### src/logic/psmc_pkg.sv
package psmc_pkg;

    // ------------------------------------------------------------
    // Oscillator start-up delay, in CPU cycles
    // ------------------------------------------------------------
    localparam int STARTUP_SHORT_CYC = 256;
    localparam int STARTUP_LONG_CYC = 4096;
    localparam int DLY_W = 12;
    localparam logic [DLY_W-1:0] DLY_LOAD_SHORT = DLY_W'(STARTUP_SHORT_CYC - 1);
    localparam logic [DLY_W-1:0] DLY_LOAD_LONG = DLY_W'(STARTUP_LONG_CYC - 1);
    localparam logic [DLY_W-1:0] DLY_ZERO = 12'h000;

    // ------------------------------------------------------------
    // Slow-mode prescaler
    // ------------------------------------------------------------
    localparam int DIV_W = 4;
    localparam logic [DIV_W-1:0] DIV_ONE = 4'h1;
    localparam logic [DIV_W-1:0] DIV_TWO = 4'h2;

    // ------------------------------------------------------------
    // Interrupt mask level
    // ------------------------------------------------------------
    localparam logic [1:0] MASK_ALL_ENABLED = 2'h2;
    localparam logic [1:0] MASK_RESET = 2'h3;

    // ------------------------------------------------------------
    // Reported power mode
    // ------------------------------------------------------------
    localparam logic [2:0] MODE_RUN = 3'h0;
    localparam logic [2:0] MODE_SLOW = 3'h1;
    localparam logic [2:0] MODE_WAIT = 3'h2;
    localparam logic [2:0] MODE_SLOW_WAIT = 3'h3;
    localparam logic [2:0] MODE_ACTIVE_HALT = 3'h4;
    localparam logic [2:0] MODE_HALT = 3'h5;
    localparam logic [2:0] MODE_STARTUP = 3'h6;

    typedef enum logic [4:0] {
        ST_RUN = 5'h01,
        ST_WAIT = 5'h02,
        ST_AHALT = 5'h04,
        ST_HALT = 5'h08,
        ST_START = 5'h10
    } psmc_state_t;

endpackage

### src/logic/psmc_div_if.sv
`timescale 1ns/10ps
interface psmc_div_if;
    logic slow;
    logic [1:0] prescale;
    logic tick;
    modport ctrl (output slow, output prescale, input tick);
    modport div (input slow, input prescale, output tick);
endinterface

### src/logic/psmc_clkdiv.sv
`timescale 1ns/10ps
module psmc_clkdiv (
    input wire logic clock,
    input wire logic rst,
    input wire logic clk_en,
    psmc_div_if.div dif
);
    import psmc_pkg::*;

    logic [DIV_W-1:0] cnt_r;
    logic [DIV_W-1:0] cnt_nxt;
    logic [DIV_W-1:0] last;

    // Divide by 2, 4, 8 or 16: the tick marks the last master cycle of each CPU cycle
    assign last = DIV_W'((DIV_TWO << dif.prescale) - DIV_ONE);
    assign dif.tick = !dif.slow || (cnt_r == last);
    assign cnt_nxt = (dif.tick || cnt_r > last) ? '0 : DIV_W'(cnt_r + DIV_ONE);

    always_ff @(posedge clock) begin
        if (rst) begin
            cnt_r <= '0;
        end else if (clk_en) begin
            cnt_r <= cnt_nxt;
        end
    end

endmodule

### src/logic/psmc_ctrl.sv
// Function
// Reset enters run mode on master clock.
// Slow mode divides CPU clock by 2..16.
// Wait during slow mode keeps slow clock.
// Wait stops CPU, peripherals keep running.
// Wait forces interrupt mask level to 10.
// Wait ends only on interrupt or reset.
// Wake-up service pushes flags, sets priority.
// Halt instruction picks halt or active-halt.
// Active-halt runs only oscillator and timebase.
// Interrupt leaves active-halt without start-up delay.
// Reset leaves active-halt through start-up delay.
// Halt entry forces mask; pending wakes at once.
// Active-halt never triggers a watchdog reset.
// Early timebase-enable clear falls back to halt. (Code stops osc and clocks until the background count ends; state stays run.)
// Halt stops oscillator and all peripherals.
// Halt exit waits 256 or 4096 cycles.
// Watchdog option may turn halt into reset.
// Timebase wakes active-halt only; external both.
`timescale 1ns/10ps
module psmc_ctrl (
    input wire logic clock,
    input wire logic rst,
    input wire logic clk_en,
    input wire logic slow_select,
    input wire logic [1:0] cpu_prescale_bits,
    input wire logic timebase_irq_enable,
    input wire logic wait_for_irq_instr,
    input wire logic halt_instr,
    input wire logic watchdog_enabled,
    input wire logic watchdog_halt_option,
    input wire logic long_delay_option,
    input wire logic reset_event,
    input wire logic irq_pending,
    input wire logic [1:0] irq_priority,
    input wire logic ext_irq,
    input wire logic timebase_irq,
    input wire logic css_irq,
    input wire logic ccr_pop,
    input wire logic [1:0] ccr_pop_level,
    output logic [2:0] power_mode,
    output logic cpu_clk_en,
    output logic periph_clk_en,
    output logic timebase_clk_en,
    output logic osc_enable,
    output logic startup_busy,
    output logic [1:0] irq_mask_level,
    output logic irq_service,
    output logic stack_push_ccr,
    output logic reset_vector_fetch,
    output logic watchdog_reset_req
);
    import psmc_pkg::*;

    // ------------------------------------------------------------
    // Prescaler
    // ------------------------------------------------------------
    psmc_div_if dif ();

    assign dif.slow = slow_select;
    assign dif.prescale = cpu_prescale_bits;

    psmc_clkdiv u_div (
        .clock(clock),
        .rst(rst),
        .clk_en(clk_en),
        .dif(dif)
    );

    // ------------------------------------------------------------
    // Decode
    // ------------------------------------------------------------
    psmc_state_t state_r, state_nxt;
    logic [DLY_W-1:0] dly_r, dly_nxt;
    logic [DLY_W-1:0] bg_r, bg_nxt;
    logic bg_active_r, bg_active_nxt;
    logic wake_rst_r, wake_rst_nxt;
    logic [1:0] mask_r, mask_nxt;
    logic svc, rvf, wdr, dly_load, bg_load;
    logic tick;
    logic wake_ahalt, wake_halt, dly_done, bg_done;
    logic osc_off_r14, cpu_nxt, per_nxt, osc_nxt, forced;
    logic [DLY_W-1:0] dly_init;
    logic [2:0] mode_nxt;

    assign tick = dif.tick;
    assign wake_ahalt = ext_irq || timebase_irq || css_irq;
    assign wake_halt = ext_irq;
    assign dly_init = long_delay_option ? DLY_LOAD_LONG : DLY_LOAD_SHORT;
    assign dly_done = tick && (dly_r == DLY_ZERO);
    assign bg_done = tick && (bg_r == DLY_ZERO);

    // ------------------------------------------------------------
    // Mode sequencing
    // ------------------------------------------------------------
    always_comb begin
        state_nxt = state_r;
        wake_rst_nxt = wake_rst_r;
        svc = 1'b0;
        rvf = 1'b0;
        wdr = 1'b0;
        dly_load = 1'b0;
        bg_load = 1'b0;
        unique case (state_r)
            ST_RUN: begin
                if (reset_event) begin
                    rvf = 1'b1;
                end else if (wait_for_irq_instr) begin
                    state_nxt = ST_WAIT;
                end else if (halt_instr) begin
                    if (timebase_irq_enable) begin
                        state_nxt = ST_AHALT;
                    end else if (watchdog_enabled && watchdog_halt_option) begin
                        wdr = 1'b1;
                    end else begin
                        state_nxt = ST_HALT;
                    end
                end
            end
            ST_WAIT: begin
                if (reset_event) begin
                    rvf = 1'b1;
                    state_nxt = ST_RUN;
                end else if (irq_pending) begin
                    svc = 1'b1;
                    state_nxt = ST_RUN;
                end
            end
            ST_AHALT: begin
                if (reset_event) begin
                    state_nxt = ST_START;
                    wake_rst_nxt = 1'b1;
                    dly_load = 1'b1;
                end else if (wake_ahalt) begin
                    svc = 1'b1;
                    bg_load = 1'b1;
                    state_nxt = ST_RUN;
                end
            end
            ST_HALT: begin
                if (reset_event || wake_halt) begin
                    state_nxt = ST_START;
                    wake_rst_nxt = reset_event;
                    dly_load = 1'b1;
                end
            end
            ST_START: begin
                if (dly_done) begin
                    state_nxt = ST_RUN;
                    svc = !wake_rst_r;
                    rvf = wake_rst_r;
                    wake_rst_nxt = 1'b0;
                end
            end
            default: begin
                state_nxt = ST_RUN;
            end
        endcase
    end

    // ------------------------------------------------------------
    // Start-up and background delay counters
    // ------------------------------------------------------------
    // The background count after an active-halt wake only matters if
    // software drops the timebase enable before it runs out
    assign dly_nxt = dly_load ? dly_init : (tick && dly_r != DLY_ZERO) ?
                     DLY_W'(dly_r - 1'b1) : dly_r;
    assign bg_nxt = bg_load ? dly_init : (tick && bg_r != DLY_ZERO) ?
                    DLY_W'(bg_r - 1'b1) : bg_r;
    assign bg_active_nxt = bg_load || (bg_active_r && !bg_done);

    // ------------------------------------------------------------
    // Clock gating and mask
    // ------------------------------------------------------------
    assign osc_off_r14 = bg_active_r && !timebase_irq_enable;
    assign osc_nxt = (state_nxt != ST_HALT) && !osc_off_r14;
    assign cpu_nxt = (state_nxt == ST_RUN) && !osc_off_r14 && tick;
    assign per_nxt = (state_nxt == ST_RUN || state_nxt == ST_WAIT) && !osc_off_r14 &&
                     tick;
    assign forced = (state_nxt == ST_WAIT) || (state_nxt == ST_AHALT) ||
                    (state_nxt == ST_HALT);
    assign mask_nxt = svc ? irq_priority : forced ? MASK_ALL_ENABLED :
                      ccr_pop ? ccr_pop_level : mask_r;
    assign mode_nxt = (state_nxt == ST_RUN) ? (slow_select ? MODE_SLOW : MODE_RUN) :
                      (state_nxt == ST_WAIT) ? (slow_select ? MODE_SLOW_WAIT : MODE_WAIT) :
                      (state_nxt == ST_AHALT) ? MODE_ACTIVE_HALT :
                      (state_nxt == ST_HALT) ? MODE_HALT : MODE_STARTUP;

    always_ff @(posedge clock) begin
        if (rst) begin
            state_r <= ST_RUN;
            dly_r <= DLY_ZERO;
            bg_r <= DLY_ZERO;
            bg_active_r <= 1'b0;
            wake_rst_r <= 1'b0;
            mask_r <= MASK_RESET;
        end else if (clk_en) begin
            state_r <= state_nxt;
            dly_r <= dly_nxt;
            bg_r <= bg_nxt;
            bg_active_r <= bg_active_nxt;
            wake_rst_r <= wake_rst_nxt;
            mask_r <= mask_nxt;
        end
    end

    // Registered outputs, aligned with the state they describe
    always_ff @(posedge clock) begin
        if (rst) begin
            power_mode <= MODE_RUN;
            cpu_clk_en <= 1'b0;
            periph_clk_en <= 1'b0;
            timebase_clk_en <= 1'b0;
            osc_enable <= 1'b1;
            startup_busy <= 1'b0;
            irq_service <= 1'b0;
            stack_push_ccr <= 1'b0;
            reset_vector_fetch <= 1'b0;
            watchdog_reset_req <= 1'b0;
        end else if (clk_en) begin
            power_mode <= mode_nxt;
            cpu_clk_en <= cpu_nxt;
            periph_clk_en <= per_nxt;
            timebase_clk_en <= osc_nxt;
            osc_enable <= osc_nxt;
            startup_busy <= (state_nxt == ST_START);
            irq_service <= svc;
            stack_push_ccr <= svc;
            reset_vector_fetch <= rvf;
            watchdog_reset_req <= wdr;
        end
    end

    assign irq_mask_level = mask_r;
endmodule

### config.mk
export PLATFORM = sky130hd
export DESIGN_NAME = psmc_ctrl
export DESIGN_NICKNAME = d
export VERILOG_FILES = /design/src/logic/psmc_pkg.sv /design/src/logic/psmc_div_if.sv /design/src/logic/psmc_clkdiv.sv /design/src/logic/psmc_ctrl.sv
export SDC_FILE = /design/constraint.sdc
export NUM_CORES = 1
export LEC_CHECK = 0
export BUFFER_PORTS_ARGS = -buffer_cell sky130_fd_sc_hd__buf_2
export CORE_MARGIN = 2
export CORE_UTILIZATION = 30
export DETAILED_ROUTE_END_ITERATION = 7
export PLACE_DENSITY_LB_ADDON = 0.2
export RECOVER_POWER = 25
export SETUP_SLACK_MARGIN = 0.2
export SYNTH_ARGS = -nofsm -noshare
export SYNTH_HDL_FRONTEND = slang
export SYNTH_SLANG_ARGS = --single-unit
### constraint.sdc
create_clock -name clock -period 6.3 [get_ports clock]
set_input_delay 1.26 -clock clock [delete_from_list [all_inputs] [get_ports clock]]
set_output_delay 1.26 -clock clock [all_outputs]
set_load 0.1 [all_outputs]
# Word-level counts from Yosys, hierarchy flattened
# Cells that the tools add are included.
# totals
reg_bits,48
output_inout_bits,14
# op_classes
addsub,4
eq_ne,15
order_cmp,1
shifts,1
reduce_logical,39
muxes,49
# ops
op,n
12-bit two-way mux,5
5-bit two-way mux,11
5-bit one-hot mux with 5 select lines,1
12-bit logical NOT,2
12-bit nonzero test,2
"12-bit by 1-bit subtractor with 12-bit output, second input constant",2
1-bit two-way mux,20
1-bit logical AND,12
"5-bit by 1-bit == test with 1-bit output, second input constant",2
"5-bit by 2-bit == test with 1-bit output, second input constant",2
"5-bit by 3-bit == test with 1-bit output, second input constant",2
"5-bit by 4-bit == test with 1-bit output, second input constant",2
"5-bit == test, second input constant",2
2-bit two-way mux,5
1-bit logical OR,9
3-bit two-way mux,2
"2-bit inequality test, second input constant",3
1-bit one-hot mux with 3 select lines,2
2-bit AND reduction,3
3-bit nonzero test,2
1-bit logical NOT,5
"5-bit by 4-bit inequality test with 1-bit output, second input constant",1
5-bit AND reduction,1
"4-bit by 1-bit adder with 4-bit output, second input constant",1
other kinds (8),10

# Depth between registers and ports, before layout
# Gate-level depths: netlist (run 1).
# depth
ltp_word,12
ltp_mapped,8
mapped_depth_nobuf,8

# By module
# Synthesis (run 1) repeated with hierarchy kept, for this count alone.
# hier_totals
cells_unflattened,334
area_unflattened_um2,2730.1
# modules_own_cells
mod,cells_per_inst,seq_area_each_um2,area_per_inst_um2,n_inst
psmc_ctrl,301,880.8,2439.8,1
psmc_clkdiv,33,80.1,290.3,1

# Least setup slack after synthesis (run 1)
# No wires, ideal clock.
# synth_path
kind,in2reg
from,input cpu_prescale_bits[0]
to,register wake_rst_r
slack_ns,3.340
cell_stages,8
arrival_ns,2.833
setup_time_ns,0.128
path_cell_list,nand2_1 > ha_1 > nand4_1 > and2_0 > or3_1 > a211oi_1 > mux2i_1 > nor2_1
# synth_between
elab_chain_len,7
# synth_lines
item,line_no,source
from (decl),psmc_ctrl.sv:26,"input wire logic [1:0] cpu_prescale_bits,"
2-bit by 2-bit << shifter with 4-bit output,psmc_clkdiv.sv:15,assign last = DIV_W'((DIV_TWO << dif.prescale) - DIV_ONE);
4-bit by 1-bit subtractor with 4-bit output,psmc_clkdiv.sv:15,
4-bit == test,psmc_clkdiv.sv:16,assign dif.tick = !dif.slow || (cnt_r == last);
1-bit logical OR,psmc_clkdiv.sv:16,
1-bit logical AND,psmc_ctrl.sv:90,assign dly_done = tick && (dly_r == DLY_ZERO);
2-bit inequality test (no line),--,
5-bit AND reduction (no line),--,
to (signal assigned),psmc_ctrl.sv:202,wake_rst_r <= wake_rst_nxt;
to (decl),psmc_ctrl.sv:77,"logic wake_rst_r, wake_rst_nxt;"
# No other way between the ends.
# A chain may end at the register's enable or synchronous reset.

# Final worst setup path (run 1)
# layout_path
from,input clk_en
to,register dly_r[4]
# layout_between
elab_chain_len,1
# layout_lines
item,line_no,source
from (decl),psmc_ctrl.sv:24,"input wire logic clk_en,"
2-bit AND reduction (no line),--,
to (signal assigned),psmc_ctrl.sv:199,dly_r <= dly_nxt;
to (decl),psmc_ctrl.sv:74,"logic [DLY_W-1:0] dly_r, dly_nxt;"
# No other way between the ends.

==> reports/results.txt, run 1 <==
buffer count from post-CTS setup fixing = 0
Power, Total = 1280 uW
later-pin clock latency in the skew report = 0.31 ns
Detailed Route WL = 6440 um
initial antenna violation count = 0
Crit Path Class = input port to flip-flop
routability cong. = 0.780
Static Leak = 0.00114 uW
Slew Limit Fails = 0
prevailing post-synth register cell = dfxtp_1
pwr dens = 434 nW/um^2
vias per cell = 5.28
Detail Placement HPWL = 4660 um
crit path time final = 4.01 ns
CP Launch Type = input port
Max Cap Viol = 0
TritonCTS buffer count = 5
routed length per instance = 14.0 um
H-tree Lvls = 2
Tot GR Track Use = 13.8%
worst min-delay path class = flip-flop to flip-flop
CP Capture Type = flip-flop
commonest non-fill, non-tap cell in the layout = dfxtp_1
Synth-to-Final Area Change = 12.9%
Yosys reg bits = 48
share of layout cells above drive strength 1 = 10.1%
post_cts resized = 0
PortBufs = 35
Final #Nets = 384
outcome = complete, no violations
unrepaired setup endpoints after global routing = false
DR pass1 iterations = 4
final cycle utilization of the critical path = 63.6%
global-route wire length before repair = 10900 um
Peak VDD IR = 0.188 mV
root buf cell = clkbuf_8
Post-Syn Instances = 328
Die H = 97.1 um
drc violations = 0
actual slew at the worst max-slew pin = 1.26 ns
skew final = 0.0141 ns
largest net degree at the start of global routing = 47
clk slew on worst S/H paths = 0.09 ns
async set-reset flop share out of synthesis = 0%
initial DRC count = 85
Core Region = 8300 um^2
worst-path cell with the longest stage delay = clkbuf_1
Final setup violation count = 0
Post-synth EDFFs = 0
most used cell, CP = a21oi_1
CTS tree = built
syn_nets = 357
crit path DAT = 4.15 ns
setup tns final = 0 ns
sequential element share of the synthesized area = 36.9%
hold buffer count at cts = 0
Data required, critical path = 6.44 ns
Warnings, synthesis = 0
ANT cells = 0
die area = 9440 um^2
final hold vios = 0
CTS sink count = 48
worst-case clock buffer depth = 2
Routed Antenna Nets = 0
post-synth cell types = 53
critical path's largest stage delay = 0.89 ns
global route total overflow = 0
Critical Path Fanout Max = 26
crit-path cells = clkbuf_1, inv_1, a21oi_1, nand3_1, or3_1, xor2_1, a21oi_1
mapped cell area = 2600 um^2
final worst slack = 2.29 ns
io pins = 36
Slew headroom = 16.2%
Initial Utilization = 31.4%
commonest non-fill, non-tap cells in the layout = 48 x dfxtp_1, 39 x a21oi_1, 30 x nor2_1
Horiz. Die Dim = 97.1 um
FMAX = 250 MHz
row cnt = 33
vias in the first global route = 2282
pre-CTS WS = 2.91 ns
total number of vias = 2434
post-synthesis average cell area = 7.93 um^2
## routing by layer
| layer | GRT usage [%] | wire length [um] | part of all wire [%] | vias up |
|---|---|---|---|---|
| li1 | - | - | - | 1246 |
| met1 | 18.2 | 3160 | 49 | 1146 |
| met2 | 23.2 | 3040 | 47 | 36 |
| met3 | 2.73 | 159 | 2.5 | 6 |
| met4 | 3.58 | 80 | 1.2 | 0 |
| met5 | 0 | 0 | 0 | - |
## stage by stage
| stage | instance area, um^2 | hold slack [ns] | cells | utilization, % |
|---|---|---|---|---|
| after floorplan | 2600 | 0.437 | 328 | - |
| after global placement | 2840 | 0.438 | 453 | 34.2 |
| after detailed placement | 2840 | 0.438 | 453 | 34.2 |
| after CTS | 2950 | 0.461 | 461 | 35.6 |
| after global routing | 2940 | 0.475 | 461 | 35.4 |
| final | 2940 | 0.459 | 461 | 35.4 |
## sequential cells by signal (all words and copies together), names as in the netlist
name and flops:
stack_push_ccr 1, osc_enable 1, timebase_clk_en 1, bg_r 12
power_mode 3, cpu_clk_en 1, bg_active_r 1, startup_busy 1
watchdog_reset_req 1, u_div.cnt_r 4, reset_vector_fetch 1, state_r 5
periph_clk_en 1, irq_mask_level 2, dly_r 12, wake_rst_r 1
## cell type report
cell class	count	area (um^2)
Fill cell	877	5360
Multi-Input combinational cell	256	1540
Sequential cell	48	961
Timing Repair Buffer	35	161
Tap cell	105	131
Clock buffer	5	68.8
Clock inverter	3	42.5
Inverter	9	33.8
## worst paths after layout
kind | from | end | slack [ns] | cells past startpoint
worst max-delay path | clk_en | dly_r[4] | 2.29 | 7
worst min-delay path | startup_busy | startup_busy | 0.46 | 1
worst max register to register | state_r[1] | bg_r[0] | 3.87 | 6
worst min register to register | startup_busy | startup_busy | 0.46 | 1
## power breakdown
part	total, uW	switching, uW	internal [uW]
clock	224	107	118
sequential	443	66.3	376
combinational	608	371	237
## cells in the mapped netlist, types with 4 or more instances
library cell | n | area, um^2
ha_1 | 7 | 87.6
nand4_1 | 5 | 31.3
nor2_1 | 30 | 113
nand3b_1 | 6 | 45.0
or4_1 | 4 | 30.0
xor2_1 | 14 | 123
nand2_1 | 28 | 105
o21a_1 | 5 | 37.5
o21ai_0 | 18 | 90.1
dfxtp_1 | 48 | 961
or3_1 | 10 | 62.6
clkbuf_1 | 12 | 45.0
a211oi_1 | 7 | 52.6
a21oi_1 | 39 | 195
nand3_1 | 7 | 35.0
inv_1 | 8 | 30.0
nor3_1 | 23 | 115
## critical path, delay by kind of cell
family / cells / cell delay, ns
buffers and inverters: 2 / 1.51
AO/OA/AOI/OAI: 2 / 0.65
AND/OR/NAND/NOR: 2 / 0.55
XOR/XNOR: 1 / 0.15
## kinds of logic (layout without fill, tap and decap cells)
family / count (synthesis) / after routing / synth area share, %
AND/OR/NAND/NOR: 134 / 134 / 26.3
AO/OA/AOI/OAI: 97 / 97 / 23.3
flip-flops: 48 / 48 / 36.9
buffers and inverters: 24 / 52 / 3.94
XOR/XNOR: 16 / 16 / 5.38
adder cells (fa/ha/maj): 7 / 7 / 3.37
multiplexers: 2 / 2 / 0.769
(Power assumes the default switching activity.)
==> inputs of run 2 (changes only) <==
==> constraint.sdc (replaced) <==
create_clock -name clock -period 3.3 [get_ports clock]
set_input_delay 0.66 -clock clock [delete_from_list [all_inputs] [get_ports clock]]
set_output_delay 0.66 -clock clock [all_outputs]
set_load 0.1 [all_outputs]
==> reports/results.txt, run 2 (synthesis results as in run 1) <==
Final #Nets = 388
combinational fraction of design power = 49.0%
ANT cells = 0
skew final = 0.00866 ns
clk slew on worst S/H paths = 0.10 ns
Bufs and invs on worst path = 1
Slew Limit Fails = 0
post_cts resized = 0
PortBufs = 35
critical path's largest stage delay = 0.43 ns
routability cong. = 0.820
pwr dens = 813 nW/um^2
setup tns final = 0 ns
worst-path cell with the longest stage delay = or3_1
later-pin clock latency in the skew report = 0.31 ns
CTS sink count = 48
final hold vios = 0
CP Capture Type = flip-flop
root buf cell = clkbuf_8
Peak VDD IR = 0.321 mV
routed length per instance = 14.0 um
Detail Placement HPWL = 4700 um
Final setup violation count = 0
worst min-delay path class = flip-flop to flip-flop
worst-case clock buffer depth = 2
Core Region = 8300 um^2
global route total overflow = 0
crit-path cells = buf_2, nand2_1, ha_1, nand4_1, and2_0, or3_1, nand3_1, o21ai_1, a211oi_1
hold buffer count at cts = 0
share of layout cells above drive strength 1 = 11.1%
Slew headroom = 22.7%
H-tree Lvls = 2
DR pass1 iterations = 4
Max Cap Viol = 0
global-route wire length before repair = 11100 um
commonest non-fill, non-tap cell in the layout = dfxtp_1
row cnt = 33
unrepaired setup endpoints after global routing = false
CTS tree = built
family with the most delay on the worst path = simple AND/OR/NAND/NOR gates
actual slew at the worst max-slew pin = 1.17 ns
CP Launch Type = input port
crit path time final = 2.33 ns
hold_ws = 0.462 ns
Detailed Route WL = 6500 um
cell internal pwr = 1330 uW
Critical Path Fanout Max = 6
io pins = 36
Die H = 97.1 um
vias per cell = 5.35
drc violations = 0
Crit Path Class = input port to flip-flop
Horiz. Die Dim = 97.1 um
Clk pwr share = 15.8%
buffer count from post-CTS setup fixing = 0
FMAX = 429 MHz
total number of vias = 2487
largest net degree at the start of global routing = 31
outcome = complete, no violations
Initial Utilization = 31.4%
crit path DAT = 2.56 ns
biggest regs = bg_r: 12 flops, dly_r: 12 flops, state_r: 5 flops
Synth-to-Final Area Change = 13.3%
Data required, critical path = 3.53 ns
Tot GR Track Use = 13.9%
Routed Antenna Nets = 0
initial DRC count = 124
final cycle utilization of the critical path = 70.7%
initial antenna violation count = 0
part of the power in registers = 35.2%
commonest non-fill, non-tap cells in the layout = 48 x dfxtp_1, 39 x a21oi_1, 30 x nor2_1
die area = 9440 um^2
vias in the first global route = 2242
Psw = 1070 uW
Static Leak = 0.00114 uW
TritonCTS buffer count = 5
Sw Share = 44.6%
==> run 2: changes by cell type in the layout (fill, tap and decap cells not counted) <==
cell	before	now
inv_6	0	2
bufinv_16	1	0
clkbuf_1	11	12
buf_4	0	4
inv_1	9	8
clkinv_2	1	0
buf_2	24	23
inv_2	0	1
==> run 2: per-stage QoR <==
step	util [%]	total power, uW	std cells	area (um^2)	setup slack, ns
after floorplan	-	1780	328	2600	0.940
after global placement	34.6	2020	457	2870	0.709
after detailed placement	34.6	2020	457	2870	0.627
after CTS	35.7	2420	465	2960	0.952
after global routing	35.5	2630	465	2950	0.790
final	35.5	2400	465	2950	0.967
==> run 2: path summary, 6_finish.rpt <==
| path | startpoint | endpoint | slack, ns | depth (start not counted) |
|---|---|---|---|---|
| worst max-delay path | cpu_prescale_bits[1] | power_mode[0] | 0.97 | 9 |
| worst min-delay path | startup_busy | startup_busy | 0.46 | 1 |
| worst max register to register | bg_r[3] | bg_r[11] | 1.02 | 6 |
| worst min register to register | startup_busy | startup_busy | 0.46 | 1 |
==> run 2: power groups by stage <==
stage,sequential (uW),clock (uW),combinational (uW)
2_1_floorplan,895,0,883
3_3_place_gp,855,0,1170
3_5_place_dp,855,0,1170
4_1_cts,844,396,1180
5_1_grt,872,419,1340
6_report,844,380,1180
==> run 2: final cells by class <==
cell class	count	area [um^2]
inverters	9	33.8
multi-input cells	256	1540
flip-flops and latches	48	961
well taps	105	131
clock buffers	5	68.8
fillers	901	5350
repair buffers	39	190
clock inverters	3	25.0
==> run 2: layer usage <==
metal / share of wire, % / GRT usage (%) / vias to the layer above / routed length [um]
met5: 0 / 0 / - / 0
met4: 1.7 / 4.23 / 0 / 113
met3: 3.3 / 2.45 / 9 / 214
met2: 46 / 22.0 / 52 / 2970
met1: 49 / 19.3 / 1173 / 3210
li1: - / - / 1253 / -
==> inputs of run 3 (changes only) <==
==> constraint.sdc (replaced) <==
create_clock -name clock -period 2.1 [get_ports clock]
set_input_delay 0.42 -clock clock [delete_from_list [all_inputs] [get_ports clock]]
set_output_delay 0.42 -clock clock [all_outputs]
set_load 0.1 [all_outputs]
==> reports/results.txt, run 3 (synthesis results as in run 1) <==
outcome = complete, no violations
CTS sink count = 48
largest net degree at the start of global routing = 30
crit path DAT = 2.27 ns
Max Cap Viol = 0
DR pass1 iterations = 5
commonest non-fill, non-tap cells in the layout = 45 x dfxtp_1, 42 x buf_4, 36 x a21oi_1
total number of vias = 2632
global route total overflow = 0
met2 wire len = 3370 um
worst min-delay path class = input port to flip-flop
row cnt = 33
initial DRC count = 100
global-route wire length before repair = 11900 um
flip-flop and latch area = 965 um^2
drc violations = 0
worst-case clock buffer depth = 2
hold buffer count at cts = 0
FMAX = 479 MHz
Data required, critical path = 2.28 ns
Highest Signal Layer = met4
crit path time final = 2.09 ns
Horiz. Die Dim = 97.1 um
WL met1 = 3370 um
design area = 3510 um^2
skew final = 0.0119 ns
vias in the first global route = 2570
root buf cell = clkbuf_8
clk slew on worst S/H paths = 0.10 ns
Slew headroom = 62.7%
ANT cells = 0
Synth-to-Final Area Change = 34.9%
Final #Nets = 431
PortBufs = 35
Peak VDD IR = 0.603 mV
biggest regs = bg_r: 12 flops, dly_r: 12 flops, state_r: 5 flops
vias per cell = 5.18
Crit Path Class = flip-flop to flip-flop
final cycle utilization of the critical path = 99.5%
final hold vios = 0
CP Launch Type = flip-flop
commonest non-fill, non-tap cell in the layout = dfxtp_1
Detail Placement HPWL = 5180 um
# fillers = 862
Core Region = 8300 um^2
CTS tree = built
later-pin clock latency in the skew report = 0.31 ns
unrepaired setup endpoints after global routing = true
critical path's largest stage delay = 0.40 ns
routed length per instance = 13.9 um
share of layout cells above drive strength 1 = 31.5%
crit-path cells = or3b_4, or3_4, or3_4, a211oi_2, mux2i_1, nor2_1
worst-path cell with the longest stage delay = or3b_4
Tot GR Track Use = 15.1%
routability cong. = 0.902
dpl cell area = 3210 um^2
Final setup violation count = 0
most used cell, CP = or3_4
Routed Antenna Nets = 0
Critical Path Fanout Max = 3
pwr dens = 1240 nW/um^2
Bufs and invs on worst path = 0
Layout Utilization = 42.3%
TritonCTS buffer count = 5
H-tree Lvls = 2
family with the most delay on the worst path = simple AND/OR/NAND/NOR gates
Die H = 97.1 um
io pins = 36
initial antenna violation count = 0
Slew Limit Fails = 0
die area = 9440 um^2
actual slew at the worst max-slew pin = 0.560 ns
Static Leak = 0.00143 uW
Initial Utilization = 31.4%
Detailed Route WL = 7080 um
CP Capture Type = flip-flop
area of the multi-input gates = 1740 um^2
met3 routed wirelength = 230 um
-- run 3: layout make-up --
type / instances / share of cell area (%)
Clock buffer: 5 / 1.96
Clock inverter: 3 / 0.677
Inverter: 9 / 0.963
Multi-Input combinational cell: 256 / 49.6
Sequential cell: 48 / 27.5
Tap cell: 105 / 3.74
Timing Repair Buffer: 82 / 15.5
-- run 3: path summary, 6_finish.rpt --
| kind | end | depth (start not counted) | slack [ns] | start |
|---|---|---|---|---|
| worst min register to register | startup_busy | 1 | 0.47 | startup_busy |
| worst max-delay path | wake_rst_r | 6 | 0.01 | state_r[2] |
| worst max register to register | wake_rst_r | 6 | 0.01 | state_r[2] |
| worst min-delay path | power_mode[0] | 3 | 0.44 | slow_select |
-- run 3: metal layers --
metal,GRT usage (%),vias to the layer above
li1,-,1336
met1,20.2,1238
met2,24.6,52
met3,2.45,6
met4,5.42,0
met5,0,-
-- run 3: tightest hold or removal path, stage by stage --
cell,delay [ns]
buf_2,0.14
o21ai_1,0.08
a211oi_1,0.07
-- run 3: timing repair --
action / 4_1_cts / 5_1_grt
gates cloned: 0 / 0
buffers inserted: 4 / 1
setup endpoints to repair: 27 / 38
pin swaps: 5 / 19
resized for setup: 19 / 24
-- run 3: report_power, final --
group,internal (uW),switching (uW)
Clock,236,333
Combinational,1120,1370
Sequential,1130,172
Total,2480,1880
-- run 3: per-stage QoR --
stage | setup WS, ns | hold WS (ns) | instances | setup TNS, ns | power (uW)
finish | 0.0110 | 0.443 | 508 | 0 | 4360
detailed placement | -0.330 | 0.441 | 495 | -4.49 | 3550
global route | -0.0432 | 0.473 | 508 | -0.162 | 4770
CTS | 0.0363 | 0.419 | 507 | 0 | 4240
floorplan | -0.00698 | 0.437 | 328 | -0.00875 | 2800
global placement | -0.282 | 0.432 | 495 | -4.02 | 3530
